`config.mk`:
```
export PLATFORM = sky130hd
export DESIGN_NAME = dma_addr_ctrl
export DESIGN_NICKNAME = d
export VERILOG_FILES = /design/src/shared/dma_ctrl_pkg.sv /design/src/shared/addr_step_if.sv /design/src/rtl/addr_step.sv /design/src/rtl/dma_addr_ctrl.sv /design/src/rtl/irq_status.sv
export SDC_FILE = /design/constraint.sdc
export NUM_CORES = 1
export LEC_CHECK = 0
export ABC_CLOCK_PERIOD_IN_PS = 7300
export BUFFER_PORTS_ARGS = -buffer_cell sky130_fd_sc_hd__buf_2
export CAP_MARGIN = 10
export CORE_MARGIN = 2
export CORE_UTILIZATION = 45
export CTS_CLUSTER_DIAMETER = 200
export DETAILED_ROUTE_END_ITERATION = 7
export PLACE_DENSITY = 0.62
export SYNTH_ARGS = -nofsm -noshare
export SYNTH_HDL_FRONTEND = slang
export SYNTH_SLANG_ARGS = --single-unit
```
`constraint.sdc`:
```
create_clock -name ref_clk -period 7.3 [get_ports ref_clk]
set_input_delay 1.095 -clock ref_clk [delete_from_list [all_inputs] [get_ports ref_clk]]
set_output_delay 1.095 -clock ref_clk [all_outputs]
set_load 0.05 [all_outputs]
```
`src/shared/dma_ctrl_pkg.sv`:
```
// Constants, register map and field layout of the DMA address-update control.
// Assumes a 32-bit register port with an 8-bit byte address.
package dma_ctrl_pkg;

	localparam logic [7:0] ctrl_offs = 8'h00;
	localparam logic [7:0] src_addr_offs = 8'h04;
	localparam logic [7:0] dst_addr_offs = 8'h08;
	localparam logic [7:0] step_offs = 8'h0c;
	localparam logic [7:0] mode_offs = 8'h10;
	localparam logic [7:0] status_offs = 8'h14;
	localparam logic [7:0] mask_offs = 8'h18;

	localparam int area_sel_pos = 24;
	localparam int src_upd_pos = 20;
	localparam int dst_upd_pos = 16;
	localparam int src_ovf_ie_pos = 15;
	localparam int src_area_pos = 8;

	localparam logic [31:0] ctrl_rst = 32'h0000_0000;
	localparam logic [31:0] ctrl_wmask = 32'h0333_9f00;

	localparam int mode_en_pos = 0;
	localparam int mode_blk_pos = 1;
	localparam int mode_single_pos = 2;
	localparam int mode_dir_pos = 3;
	localparam int mode_size_pos = 4;
	localparam logic [5:0] mode_rst = 6'h00;

	localparam logic [1:0] upd_fixed = 2'h0;
	localparam logic [1:0] upd_offset = 2'h1;
	localparam logic [1:0] upd_inc = 2'h2;
	localparam logic [1:0] upd_dec = 2'h3;

	localparam logic [1:0] area_src = 2'h0;
	localparam logic [1:0] area_dst = 2'h1;
	localparam logic [1:0] area_none = 2'h2;

	localparam logic [4:0] area_code_max = 5'h1a;
	localparam int evt_end_status = 0;
	localparam int evt_block = 1;
	localparam int evt_count = 2;

	// Code n (1..26) keeps the low n+1 address bits moving; 0 means none.
	function automatic logic [31:0] area_mask(input logic [4:0] code);
		logic [31:0] m;
		m = 32'h0000_0000;
		if (code != 5'h00 && code <= area_code_max) begin
			m = (32'h0000_0004 << (code - 5'h01)) - 32'h0000_0001;
		end
		return m;
	endfunction

endpackage
```
`src/shared/addr_step_if.sv`:
```
// Carries one address counter to its update calculator and back.
// Assumes both ends run on the same clock; the calculator is combinational.
`timescale 1ns/1ns
interface addr_step_if;
	logic [31:0] addr;
	logic [31:0] offset;
	logic [1:0] mode;
	logic [1:0] size;
	logic [4:0] area;
	logic [31:0] next;
	logic ovf;
	modport user (output addr, offset, mode, size, area, input next, ovf);
	modport calc (input addr, offset, mode, size, area, output next, ovf);
endinterface

```
`src/rtl/addr_step.sv`:
```
// Next-address calculator for one DMA address counter.
// Assumes the size code is 0, 1 or 2 for byte, word and longword.
`timescale 1ns/1ns
module addr_step (
	addr_step_if.calc s
);
	logic [31:0] delta;
	logic [31:0] raw;
	logic [31:0] mask;

	always_comb begin
		delta = 32'h0000_0001 << s.size;
		mask = dma_ctrl_pkg::area_mask(s.area);
		case (s.mode)
			dma_ctrl_pkg::upd_fixed: raw = s.addr;
			dma_ctrl_pkg::upd_offset: raw = s.addr + s.offset;
			dma_ctrl_pkg::upd_inc: raw = s.addr + delta;
			default: raw = s.addr - delta;
		endcase
		// Upper bits stay put; a carry or borrow leaving the low bits wraps.
		if (mask != 32'h0000_0000) begin
			s.next = (s.addr & ~mask) | (raw & mask);
			s.ovf = ((raw ^ s.addr) & ~mask) != 32'h0000_0000;
		end else begin
			s.next = raw;
			s.ovf = 1'b0;
		end
	end
endmodule

```
`src/rtl/dma_addr_ctrl.sv`:
```
// Per-channel address-update control with register port and interrupt.
// Assumes access_done and block_done are one-cycle pulses on ref_clk.
`timescale 1ns/1ns
module dma_addr_ctrl (
	input wire logic ref_clk,
	input wire logic rst_n,
	input wire logic [7:0] reg_addr,
	input wire logic [31:0] reg_wdata,
	input wire logic reg_wr,
	input wire logic reg_rd,
	output logic [31:0] reg_rdata,
	input wire logic access_done,
	input wire logic block_done,
	output logic [31:0] src_addr,
	output logic [31:0] dst_addr,
	output logic transfer_enable,
	output logic irq
);
	localparam int ne = dma_ctrl_pkg::evt_count;

	logic [31:0] ctrl_ff, nxt_ctrl;
	logic [5:0] mode_ff, nxt_mode;
	logic [31:0] src_ff, nxt_src;
	logic [31:0] dst_ff, nxt_dst;
	logic [31:0] src_start_ff, nxt_src_start;
	logic [31:0] dst_start_ff, nxt_dst_start;
	logic [31:0] step_ff, nxt_step;
	logic pend_ff, nxt_pend;
	logic [31:0] rdata_ff, nxt_rdata;
	logic [ne-1:0] evt;
	logic [ne-1:0] status_q;
	logic [ne-1:0] mask_q;

	logic [1:0] area_sel, src_mode, dst_mode, size;
	logic [4:0] src_area;
	logic ovf_ie, blk_mode, single, dir, en;
	logic acc, src_live, dst_live, area_on, ovf_hit, blk_end;
	logic wr_ctrl, wr_src, wr_dst, wr_mode;

	addr_step_if s_if ();
	addr_step_if d_if ();

	addr_step u_src_step (
		.s(s_if)
	);

	addr_step u_dst_step (
		.s(d_if)
	);

	irq_status #(
		.n_evt(ne)
	) u_irq (
		.ref_clk(ref_clk),
		.rst_n(rst_n),
		.evt(evt),
		.status_wr(reg_wr && reg_addr == dma_ctrl_pkg::status_offs),
		.mask_wr(reg_wr && reg_addr == dma_ctrl_pkg::mask_offs),
		.wdata(reg_wdata[ne-1:0]),
		.status_ff(status_q),
		.mask_ff(mask_q),
		.irq_ff(irq)
	);

	always_comb begin
		area_sel = ctrl_ff[dma_ctrl_pkg::area_sel_pos +: 2];
		src_mode = ctrl_ff[dma_ctrl_pkg::src_upd_pos +: 2];
		dst_mode = ctrl_ff[dma_ctrl_pkg::dst_upd_pos +: 2];
		ovf_ie = ctrl_ff[dma_ctrl_pkg::src_ovf_ie_pos];
		src_area = ctrl_ff[dma_ctrl_pkg::src_area_pos +: 5];
		en = mode_ff[dma_ctrl_pkg::mode_en_pos];
		blk_mode = mode_ff[dma_ctrl_pkg::mode_blk_pos];
		single = mode_ff[dma_ctrl_pkg::mode_single_pos];
		dir = mode_ff[dma_ctrl_pkg::mode_dir_pos];
		size = mode_ff[dma_ctrl_pkg::mode_size_pos +: 2];
		wr_ctrl = reg_wr && reg_addr == dma_ctrl_pkg::ctrl_offs;
		wr_src = reg_wr && reg_addr == dma_ctrl_pkg::src_addr_offs;
		wr_dst = reg_wr && reg_addr == dma_ctrl_pkg::dst_addr_offs;
		wr_mode = reg_wr && reg_addr == dma_ctrl_pkg::mode_offs;
		acc = access_done && en;
		blk_end = block_done && en;
		src_live = !(single && dir);
		dst_live = !(single && !dir);
		// Without an extended area the enable bit has nothing to act on.
		area_on = dma_ctrl_pkg::area_mask(src_area) != 32'h0000_0000;
		ovf_hit = acc && src_live && s_if.ovf && ovf_ie && area_on;
	end

	always_comb begin
		s_if.addr = src_ff;
		s_if.offset = step_ff;
		s_if.mode = src_mode;
		s_if.size = size;
		s_if.area = src_area;
		d_if.addr = dst_ff;
		d_if.offset = step_ff;
		d_if.mode = dst_mode;
		d_if.size = size;
		d_if.area = 5'h00;
	end

	always_comb begin
		nxt_ctrl = ctrl_ff;
		nxt_mode = mode_ff;
		nxt_src = src_ff;
		nxt_dst = dst_ff;
		nxt_src_start = src_start_ff;
		nxt_dst_start = dst_start_ff;
		nxt_step = step_ff;
		nxt_pend = pend_ff;
		evt = '0;
		if (acc && src_live) begin
			nxt_src = s_if.next;
		end
		if (acc && dst_live) begin
			nxt_dst = d_if.next;
		end
		if (ovf_hit) begin
			if (blk_mode) begin
				nxt_pend = 1'b1;
			end else begin
				nxt_mode[dma_ctrl_pkg::mode_en_pos] = 1'b0;
				evt[dma_ctrl_pkg::evt_end_status] = 1'b1;
			end
		end
		if (blk_end && blk_mode) begin
			evt[dma_ctrl_pkg::evt_block] = 1'b1;
			// The area side returns to its start; the other side runs on.
			if (area_sel == dma_ctrl_pkg::area_src) begin
				nxt_src = src_start_ff;
			end else if (area_sel == dma_ctrl_pkg::area_dst) begin
				nxt_dst = dst_start_ff;
			end
			if (pend_ff || ovf_hit) begin
				nxt_mode[dma_ctrl_pkg::mode_en_pos] = 1'b0;
				evt[dma_ctrl_pkg::evt_end_status] = 1'b1;
				nxt_pend = 1'b0;
			end
		end
		// Reserved bits are masked off here and so can never be set.
		if (wr_ctrl) begin
			nxt_ctrl = reg_wdata & dma_ctrl_pkg::ctrl_wmask;
		end
		if (wr_src) begin
			nxt_src = reg_wdata;
			nxt_src_start = reg_wdata;
		end
		if (wr_dst) begin
			nxt_dst = reg_wdata;
			nxt_dst_start = reg_wdata;
		end
		if (reg_wr && reg_addr == dma_ctrl_pkg::step_offs) begin
			nxt_step = reg_wdata;
		end
		// Setting the enable again touches no counter, so work resumes.
		if (wr_mode) begin
			nxt_mode = reg_wdata[5:0];
		end
	end

	always_comb begin
		nxt_rdata = 32'h0000_0000;
		if (!reg_rd) begin
			nxt_rdata = 32'h0000_0000;
		end else if (reg_addr == dma_ctrl_pkg::ctrl_offs) begin
			nxt_rdata = ctrl_ff & dma_ctrl_pkg::ctrl_wmask;
		end else if (reg_addr == dma_ctrl_pkg::src_addr_offs) begin
			nxt_rdata = src_ff;
		end else if (reg_addr == dma_ctrl_pkg::dst_addr_offs) begin
			nxt_rdata = dst_ff;
		end else if (reg_addr == dma_ctrl_pkg::step_offs) begin
			nxt_rdata = step_ff;
		end else if (reg_addr == dma_ctrl_pkg::mode_offs) begin
			nxt_rdata = {26'h0, mode_ff};
		end else if (reg_addr == dma_ctrl_pkg::status_offs) begin
			nxt_rdata = {30'h0, status_q};
		end else if (reg_addr == dma_ctrl_pkg::mask_offs) begin
			nxt_rdata = {30'h0, mask_q};
		end
	end

	always_ff @(posedge ref_clk or negedge rst_n) begin
		if (!rst_n) begin
			ctrl_ff <= dma_ctrl_pkg::ctrl_rst;
			mode_ff <= dma_ctrl_pkg::mode_rst;
			src_ff <= 32'h0000_0000;
			dst_ff <= 32'h0000_0000;
			src_start_ff <= 32'h0000_0000;
			dst_start_ff <= 32'h0000_0000;
			step_ff <= 32'h0000_0000;
			pend_ff <= 1'b0;
			rdata_ff <= 32'h0000_0000;
		end else begin
			ctrl_ff <= nxt_ctrl;
			mode_ff <= nxt_mode;
			src_ff <= nxt_src;
			dst_ff <= nxt_dst;
			src_start_ff <= nxt_src_start;
			dst_start_ff <= nxt_dst_start;
			step_ff <= nxt_step;
			pend_ff <= nxt_pend;
			rdata_ff <= nxt_rdata;
		end
	end

	assign reg_rdata = rdata_ff;
	assign src_addr = src_ff;
	assign dst_addr = dst_ff;
	assign transfer_enable = mode_ff[dma_ctrl_pkg::mode_en_pos];

	chk_reserved_zero: assert property (
		@(posedge ref_clk) disable iff (!rst_n)
		reg_rd && reg_addr == dma_ctrl_pkg::ctrl_offs |=>
		reg_rdata[23:22] == 2'h0 && reg_rdata[19:18] == 2'h0 &&
		reg_rdata[14:13] == 2'h0)
		else $error("reserved control bits read non-zero");

	chk_ovf_stop: assert property (
		@(posedge ref_clk) disable iff (!rst_n)
		ovf_hit && !blk_mode && !wr_mode |=>
		!transfer_enable ##1 status_q[dma_ctrl_pkg::evt_end_status])
		else $error("overflow did not stop the channel");

	chk_block_defer: assert property (
		@(posedge ref_clk) disable iff (!rst_n)
		ovf_hit && blk_mode && !block_done && !wr_mode |=>
		transfer_enable && pend_ff)
		else $error("block overflow stopped before block end");

	chk_no_ie_run: assert property (
		@(posedge ref_clk) disable iff (!rst_n)
		acc && !ovf_ie && !block_done && !wr_mode |=>
		transfer_enable)
		else $error("overflow stopped channel with enable off");

	chk_src_fixed: assert property (
		@(posedge ref_clk) disable iff (!rst_n)
		acc && src_mode == dma_ctrl_pkg::upd_fixed && !wr_src &&
		!blk_end |=> src_addr == $past(src_addr))
		else $error("fixed source address moved");

	chk_src_offset: assert property (
		@(posedge ref_clk) disable iff (!rst_n)
		acc && src_live && src_mode == dma_ctrl_pkg::upd_offset &&
		!area_on && !wr_src && !blk_end |=>
		src_addr == $past(src_addr) + $past(step_ff))
		else $error("source offset step wrong");

	chk_src_incr: assert property (
		@(posedge ref_clk) disable iff (!rst_n)
		acc && src_live && src_mode == dma_ctrl_pkg::upd_inc && !area_on &&
		!wr_src && !blk_end |=>
		src_addr == $past(src_addr) + (32'h0000_0001 << $past(size)))
		else $error("source increment by access size wrong");

	chk_src_decr: assert property (
		@(posedge ref_clk) disable iff (!rst_n)
		acc && src_live && src_mode == dma_ctrl_pkg::upd_dec && !area_on &&
		!wr_src && !blk_end |=>
		src_addr == $past(src_addr) - (32'h0000_0001 << $past(size)))
		else $error("source decrement by access size wrong");

	chk_dst_fixed: assert property (
		@(posedge ref_clk) disable iff (!rst_n)
		acc && dst_mode == dma_ctrl_pkg::upd_fixed && !wr_dst &&
		!blk_end |=> $stable(dst_addr))
		else $error("fixed destination address moved");

	chk_dst_incr: assert property (
		@(posedge ref_clk) disable iff (!rst_n)
		acc && dst_live && dst_mode == dma_ctrl_pkg::upd_inc &&
		!wr_dst && !blk_end |=>
		dst_addr == $past(dst_addr) + (32'h0000_0001 << $past(size)))
		else $error("destination increment by access size wrong");

	chk_dst_decr: assert property (
		@(posedge ref_clk) disable iff (!rst_n)
		acc && dst_live && dst_mode == dma_ctrl_pkg::upd_dec &&
		!wr_dst && !blk_end |=>
		dst_addr == $past(dst_addr) - (32'h0000_0001 << $past(size)))
		else $error("destination decrement by access size wrong");

	chk_single_ignore: assert property (
		@(posedge ref_clk) disable iff (!rst_n)
		acc && single && dir && !wr_src && !blk_end |=>
		$stable(src_addr))
		else $error("unused source counter moved in single mode");

	chk_dst_ignore: assert property (
		@(posedge ref_clk) disable iff (!rst_n)
		acc && single && !dir && !wr_dst && !blk_end |=>
		$stable(dst_addr))
		else $error("unused destination counter moved in single mode");

	chk_area_upper: assert property (
		@(posedge ref_clk) disable iff (!rst_n)
		acc && area_on && !wr_src && !blk_end |=>
		((src_addr ^ $past(src_addr)) & ~dma_ctrl_pkg::area_mask(src_area))
		== 32'h0000_0000)
		else $error("upper source bits changed inside area");

	chk_src_reload: assert property (
		@(posedge ref_clk) disable iff (!rst_n)
		blk_end && blk_mode && area_sel == dma_ctrl_pkg::area_src &&
		!acc && !wr_src |=> src_addr == $past(src_start_ff))
		else $error("source area did not return to its start");

	chk_dst_reload: assert property (
		@(posedge ref_clk) disable iff (!rst_n)
		blk_end && blk_mode && area_sel == dma_ctrl_pkg::area_dst &&
		!acc && !wr_dst |=> dst_addr == $past(dst_start_ff))
		else $error("destination area did not return to its start");

	chk_no_reload: assert property (
		@(posedge ref_clk) disable iff (!rst_n)
		blk_end && blk_mode && area_sel == dma_ctrl_pkg::area_none &&
		!acc && !wr_src && !wr_dst |=>
		$stable(src_addr) && $stable(dst_addr))
		else $error("counter reloaded with no area selected");

	chk_resume: assert property (
		@(posedge ref_clk) disable iff (!rst_n)
		wr_mode && !acc && !blk_end && !wr_src |=>
		$stable(src_addr))
		else $error("re-enable disturbed the source counter");
endmodule

```
`src/rtl/irq_status.sv`:
```
// Sticky event status, mask and level interrupt output.
// Assumes events and writes arrive on the same clock as the registers.
`timescale 1ns/1ns
module irq_status #(
	parameter int n_evt = 2
) (
	input wire logic ref_clk,
	input wire logic rst_n,
	input wire logic [n_evt-1:0] evt,
	input wire logic status_wr,
	input wire logic mask_wr,
	input wire logic [n_evt-1:0] wdata,
	output logic [n_evt-1:0] status_ff,
	output logic [n_evt-1:0] mask_ff,
	output logic irq_ff
);
	logic [n_evt-1:0] nxt_status;
	logic [n_evt-1:0] nxt_mask;
	logic nxt_irq;

	// The status and mask fields must fit one 32-bit register word.
	if (n_evt < 1 || n_evt > 32) begin : g_bad_n_evt
		$error("irq_status: n_evt out of range");
	end

	always_comb begin
		nxt_status = status_ff;
		nxt_mask = mask_ff;
		// A clear never swallows an event arriving in the same cycle.
		if (status_wr) begin
			nxt_status = status_ff & ~wdata;
		end
		nxt_status = nxt_status | evt;
		if (mask_wr) begin
			nxt_mask = wdata;
		end
		nxt_irq = |(nxt_status & nxt_mask);
	end

	always_ff @(posedge ref_clk or negedge rst_n) begin
		if (!rst_n) begin
			status_ff <= '0;
			mask_ff <= '0;
			irq_ff <= 1'b0;
		end else begin
			status_ff <= nxt_status;
			mask_ff <= nxt_mask;
			irq_ff <= nxt_irq;
		end
	end

	chk_set_wins: assert property (
		@(posedge ref_clk) disable iff (!rst_n)
		evt[0] |=> status_ff[0])
		else $error("event lost against a clear");
endmodule

```
==> flow_metrics.tcl <==
set metrics [dict create \
    hold_viol 0 \
    path_cells "inv_1 -> ha_1 -> buf_4 -> nand2b_1 -> a32o_1 -> ha_1 -> fa_1 -> a211o_1 -> a221oi_4 -> a21oi_1 -> o21ai_0 -> o21ai_0 -> xor2_1 -> a32oi_1 -> nand4_1 -> or4_1 -> o2111ai_2 -> a41o_1" \
    clock_latency_ns 0.54 \
    die_w_um 189 \
    wirelength_um 56300 \
    synth_top_family_by_area "compound AO/OA/AOI/OAI gates" \
    setup_ws_ns 2.02 \
    path_depth 18 \
    drt_iter0_markers 1556 \
    synth_top_area_cell "dfrtp_1" \
    post_route_cells_drive_above_1_share_pct 13.7 \
    rr_worst_depth 18 \
    status "completed" \
    h-tree-depth 1 \
    start_util_pct 45.8 \
    synth_nets 2036 \
    port_buffers 143 \
    row_count 67 \
    slew_headroom_pct 26.6 \
    synth_warnings 0 \
    critical_path_class "reg2reg" \
    multi_input_area_mm2 0.00940 \
    numCtsBuffers 24 \
    ant_nets 0 \
    synth_area_leaders "dfrtp_1 35%, nand2_1 11%, ha_1 5.6%" \
    yosys.cell_count.top_type "nand2_1" \
    hp-class "reg2reg" \
    grt_start_max_net_pins 105 \
    vias 15100 \
    remaining_drc_errors 0 \
    path_delay_family "compound AO/OA/AOI/OAI gates" \
    r2r_end "mode_ff[0]" \
    worstMarginPinSlew_ns 1.10 \
    cts-root-buf "clkbuf_16" \
    r2r_start "ctrl_ff[20]" \
    fin_util_pct 51.2 \
    synth-xor-area-share_pct 4.69 \
    synth_simple_gate_area_share_pct 21.5 \
    rsz0062_at_grt "no" \
    core-area_mm2 0.0335 \
    antenna_found_initial 0 \
    place_inst 2412 \
    synth-adder-area-share_pct 5.88 \
    dpl.hpwl_um 42300 \
    maxSlewViolCount 0 \
    synth_edf_count 0 \
    crit_buf_inv 2 \
    first_global_vias 14200 \
    ys_ff_latch 216 \
    drt_pass1_iterations 8 \
    synth_area_mm2 0.0154 \
    maxCapViolCount 0 \
    async_flop_share_pct 100 \
    cts.clk_slew.worst_paths_ns 0.06 \
    final.setup.tns_ns 0 \
    grt_usage_pct 31.2 \
    cts.sinks 216 \
    critPathArrivalTime_ns 5.75 \
    p_per_area_mw_per_mm2 290 \
    ir_drop_mv 0.240 \
    cellLeakagePower_nw 8.17 \
    boundaryPins 144 \
    ys.flop_type "dfrtp_1" \
    seqCellArea_mm2 0.00541 \
    vias_per_cell 6.14 \
    num_antenna_cells 0 \
    nNetsFinal 2107 \
    area_growth_pct 11.8 \
    fin_crit_sh_pct 72.4 \
    syn_area_per_cell_um2 8.00 \
    die_y_um 189 \
    ys_seq_area_share_pct 35.2 \
    stdcell_count 2455 \
    tritoncts "yes" \
    cts_resized 0 \
    endpoint_kind "flop" \
    crit_path_start "ctrl_ff[20]" \
    max_stage_delay_ns 0.55 \
    synth.mux.area_fraction_pct 5.69 \
    fmax_ghz 0.189 \
    crit_end "mode_ff[0]" \
    finalSetupViolCount 0 \
    post_cts_buffers 0 \
    synthCells 1919 \
    grt_pass1_wl_um 86000 \
    fin_skew_ns 0.0141 \
    hold_ws_ns 0.470 \
    r2r_slack_ns 2.02 \
    synth_compound_area_share_pct 23.3 \
    cp-start-kind "flop" \
    cts_hold_buf 0 \
    cts_buffer_depth 3 \
    synth_top_area_share_pct 35.2 \
    ys_types 76 \
    cp.required_ns 7.77 \
    n_fill_cell 3265 \
    grt-ovfl-total 0 \
    gp_congestion 0.977 \
    min_period_ns 5.28 \
    dpl_worst_slack_ns 2.10 \
    crit_fanout 35 \
    synthTopCellsByCount "456 x nand2_1, 216 x dfrtp_1, 160 x o21ai_0, 157 x a21oi_1, 116 x clkbuf_1" \
    slowest_stage "or4_1" \
    post_drt_wl_per_cell_um 22.9 \
    die_area_mm2 0.0356 \
]
[sequential cells by signal, indices dropped and copies added, names as in the netlist]
signal           count
src_addr            32
u_irq.status_ff      2
src_start_ff        32
d_if.offset         32
dst_start_ff        32
u_irq.mask_ff        2
ctrl_ff             12
pend_ff              1
reg_rdata           32
mode_ff              6
u_irq.irq_ff         1
dst_addr            32
[power breakdown]
part	switching (mW)	leakage, nW	total, mW	internal [mW]
logic	1.46	4.81	2.32	0.860
clock network	0.509	0.389	1.22	0.715
registers	0.157	2.97	1.44	1.28
total	2.12	8.17	4.98	2.85
[routing by layer]
| layer | up-vias | wire, um | track usage, % | part of all wire, % |
|---|---|---|---|---|
| li1 | 7001 | - | - | - |
| met1 | 7288 | 25000 | 45.7 | 45 |
| met2 | 676 | 24500 | 46.7 | 44 |
| met3 | 104 | 5040 | 5.83 | 9.0 |
| met4 | 0 | 1610 | 9.41 | 2.9 |
| met5 | - | 0 | 0 | 0 |
[through the flow]
| step | instance area (um^2) | power, mW |
|---|---|---|
| floorplan | 15400 | 3.09 |
| finish | 17200 | 4.98 |
| global placement | 16400 | 3.71 |
| global route | 17200 | 5.26 |
| CTS | 17200 | 4.95 |
| detailed placement | 16400 | 3.72 |
[cell usage in the layout, fill, tap and decap left out, drive strengths merged, types with 28 or more instances in the layout]
| cell type | n |
|---|---|
| inv | 28 |
| clkbuf | 37 |
| nor2 | 113 |
| mux2 | 50 |
| dfrtp | 216 |
| a21oi | 157 |
| buf | 169 |
| ha | 69 |
| o21ai | 163 |
| xor2 | 33 |
| nand2 | 456 |
| nand3 | 37 |
| mux2i | 31 |
| xnor2 | 44 |
[worst reg2reg max path: cells and delay by family, from the launching register on]
| family | cells | cell delay (ns) |
|---|---|---|
| DFF | 1 | 0.39 |
| AOI/OAI and AO/OA | 9 | 2.54 |
| and+or+nand+nor | 3 | 0.76 |
| buffers and inverters | 2 | 0.39 |
| adders and majority gates | 3 | 0.92 |
| xor gates and xnor gates | 1 | 0.24 |
[how the worst min path moves through the flow]
stage / startpoint / endpoint / slack (ns) / cells after the start
floorplan: dst_start_ff[10] / dst_start_ff[10] / 0.44 / 2
global placement: dst_start_ff[28] / dst_start_ff[28] / 0.45 / 2
detailed placement: dst_start_ff[18] / dst_start_ff[18] / 0.46 / 2
CTS: dst_start_ff[18] / dst_start_ff[18] / 0.47 / 2
global route: dst_start_ff[9] / dst_start_ff[9] / 0.49 / 2
finish: dst_start_ff[4] / dst_start_ff[4] / 0.47 / 2
[cell type report]
cell class	count	area share, %
multi-input cells	1553	54.7
flip-flops and latches	216	31.5
repair buffers	169	5.36
clock buffers	37	4.20
well taps	448	3.27
inverters	26	0.569
clock inverters	6	0.379
[cells by family after synthesis]
kind of cell,Yosys count
AOI/OAI and AO/OA,564
xor gates and xnor gates,79
adders and majority gates,71
buffers and inverters,150
DFF,216
muxes,81
and+or+nand+nor,758
No activity file was read; power rests on OpenSTA's default activity.
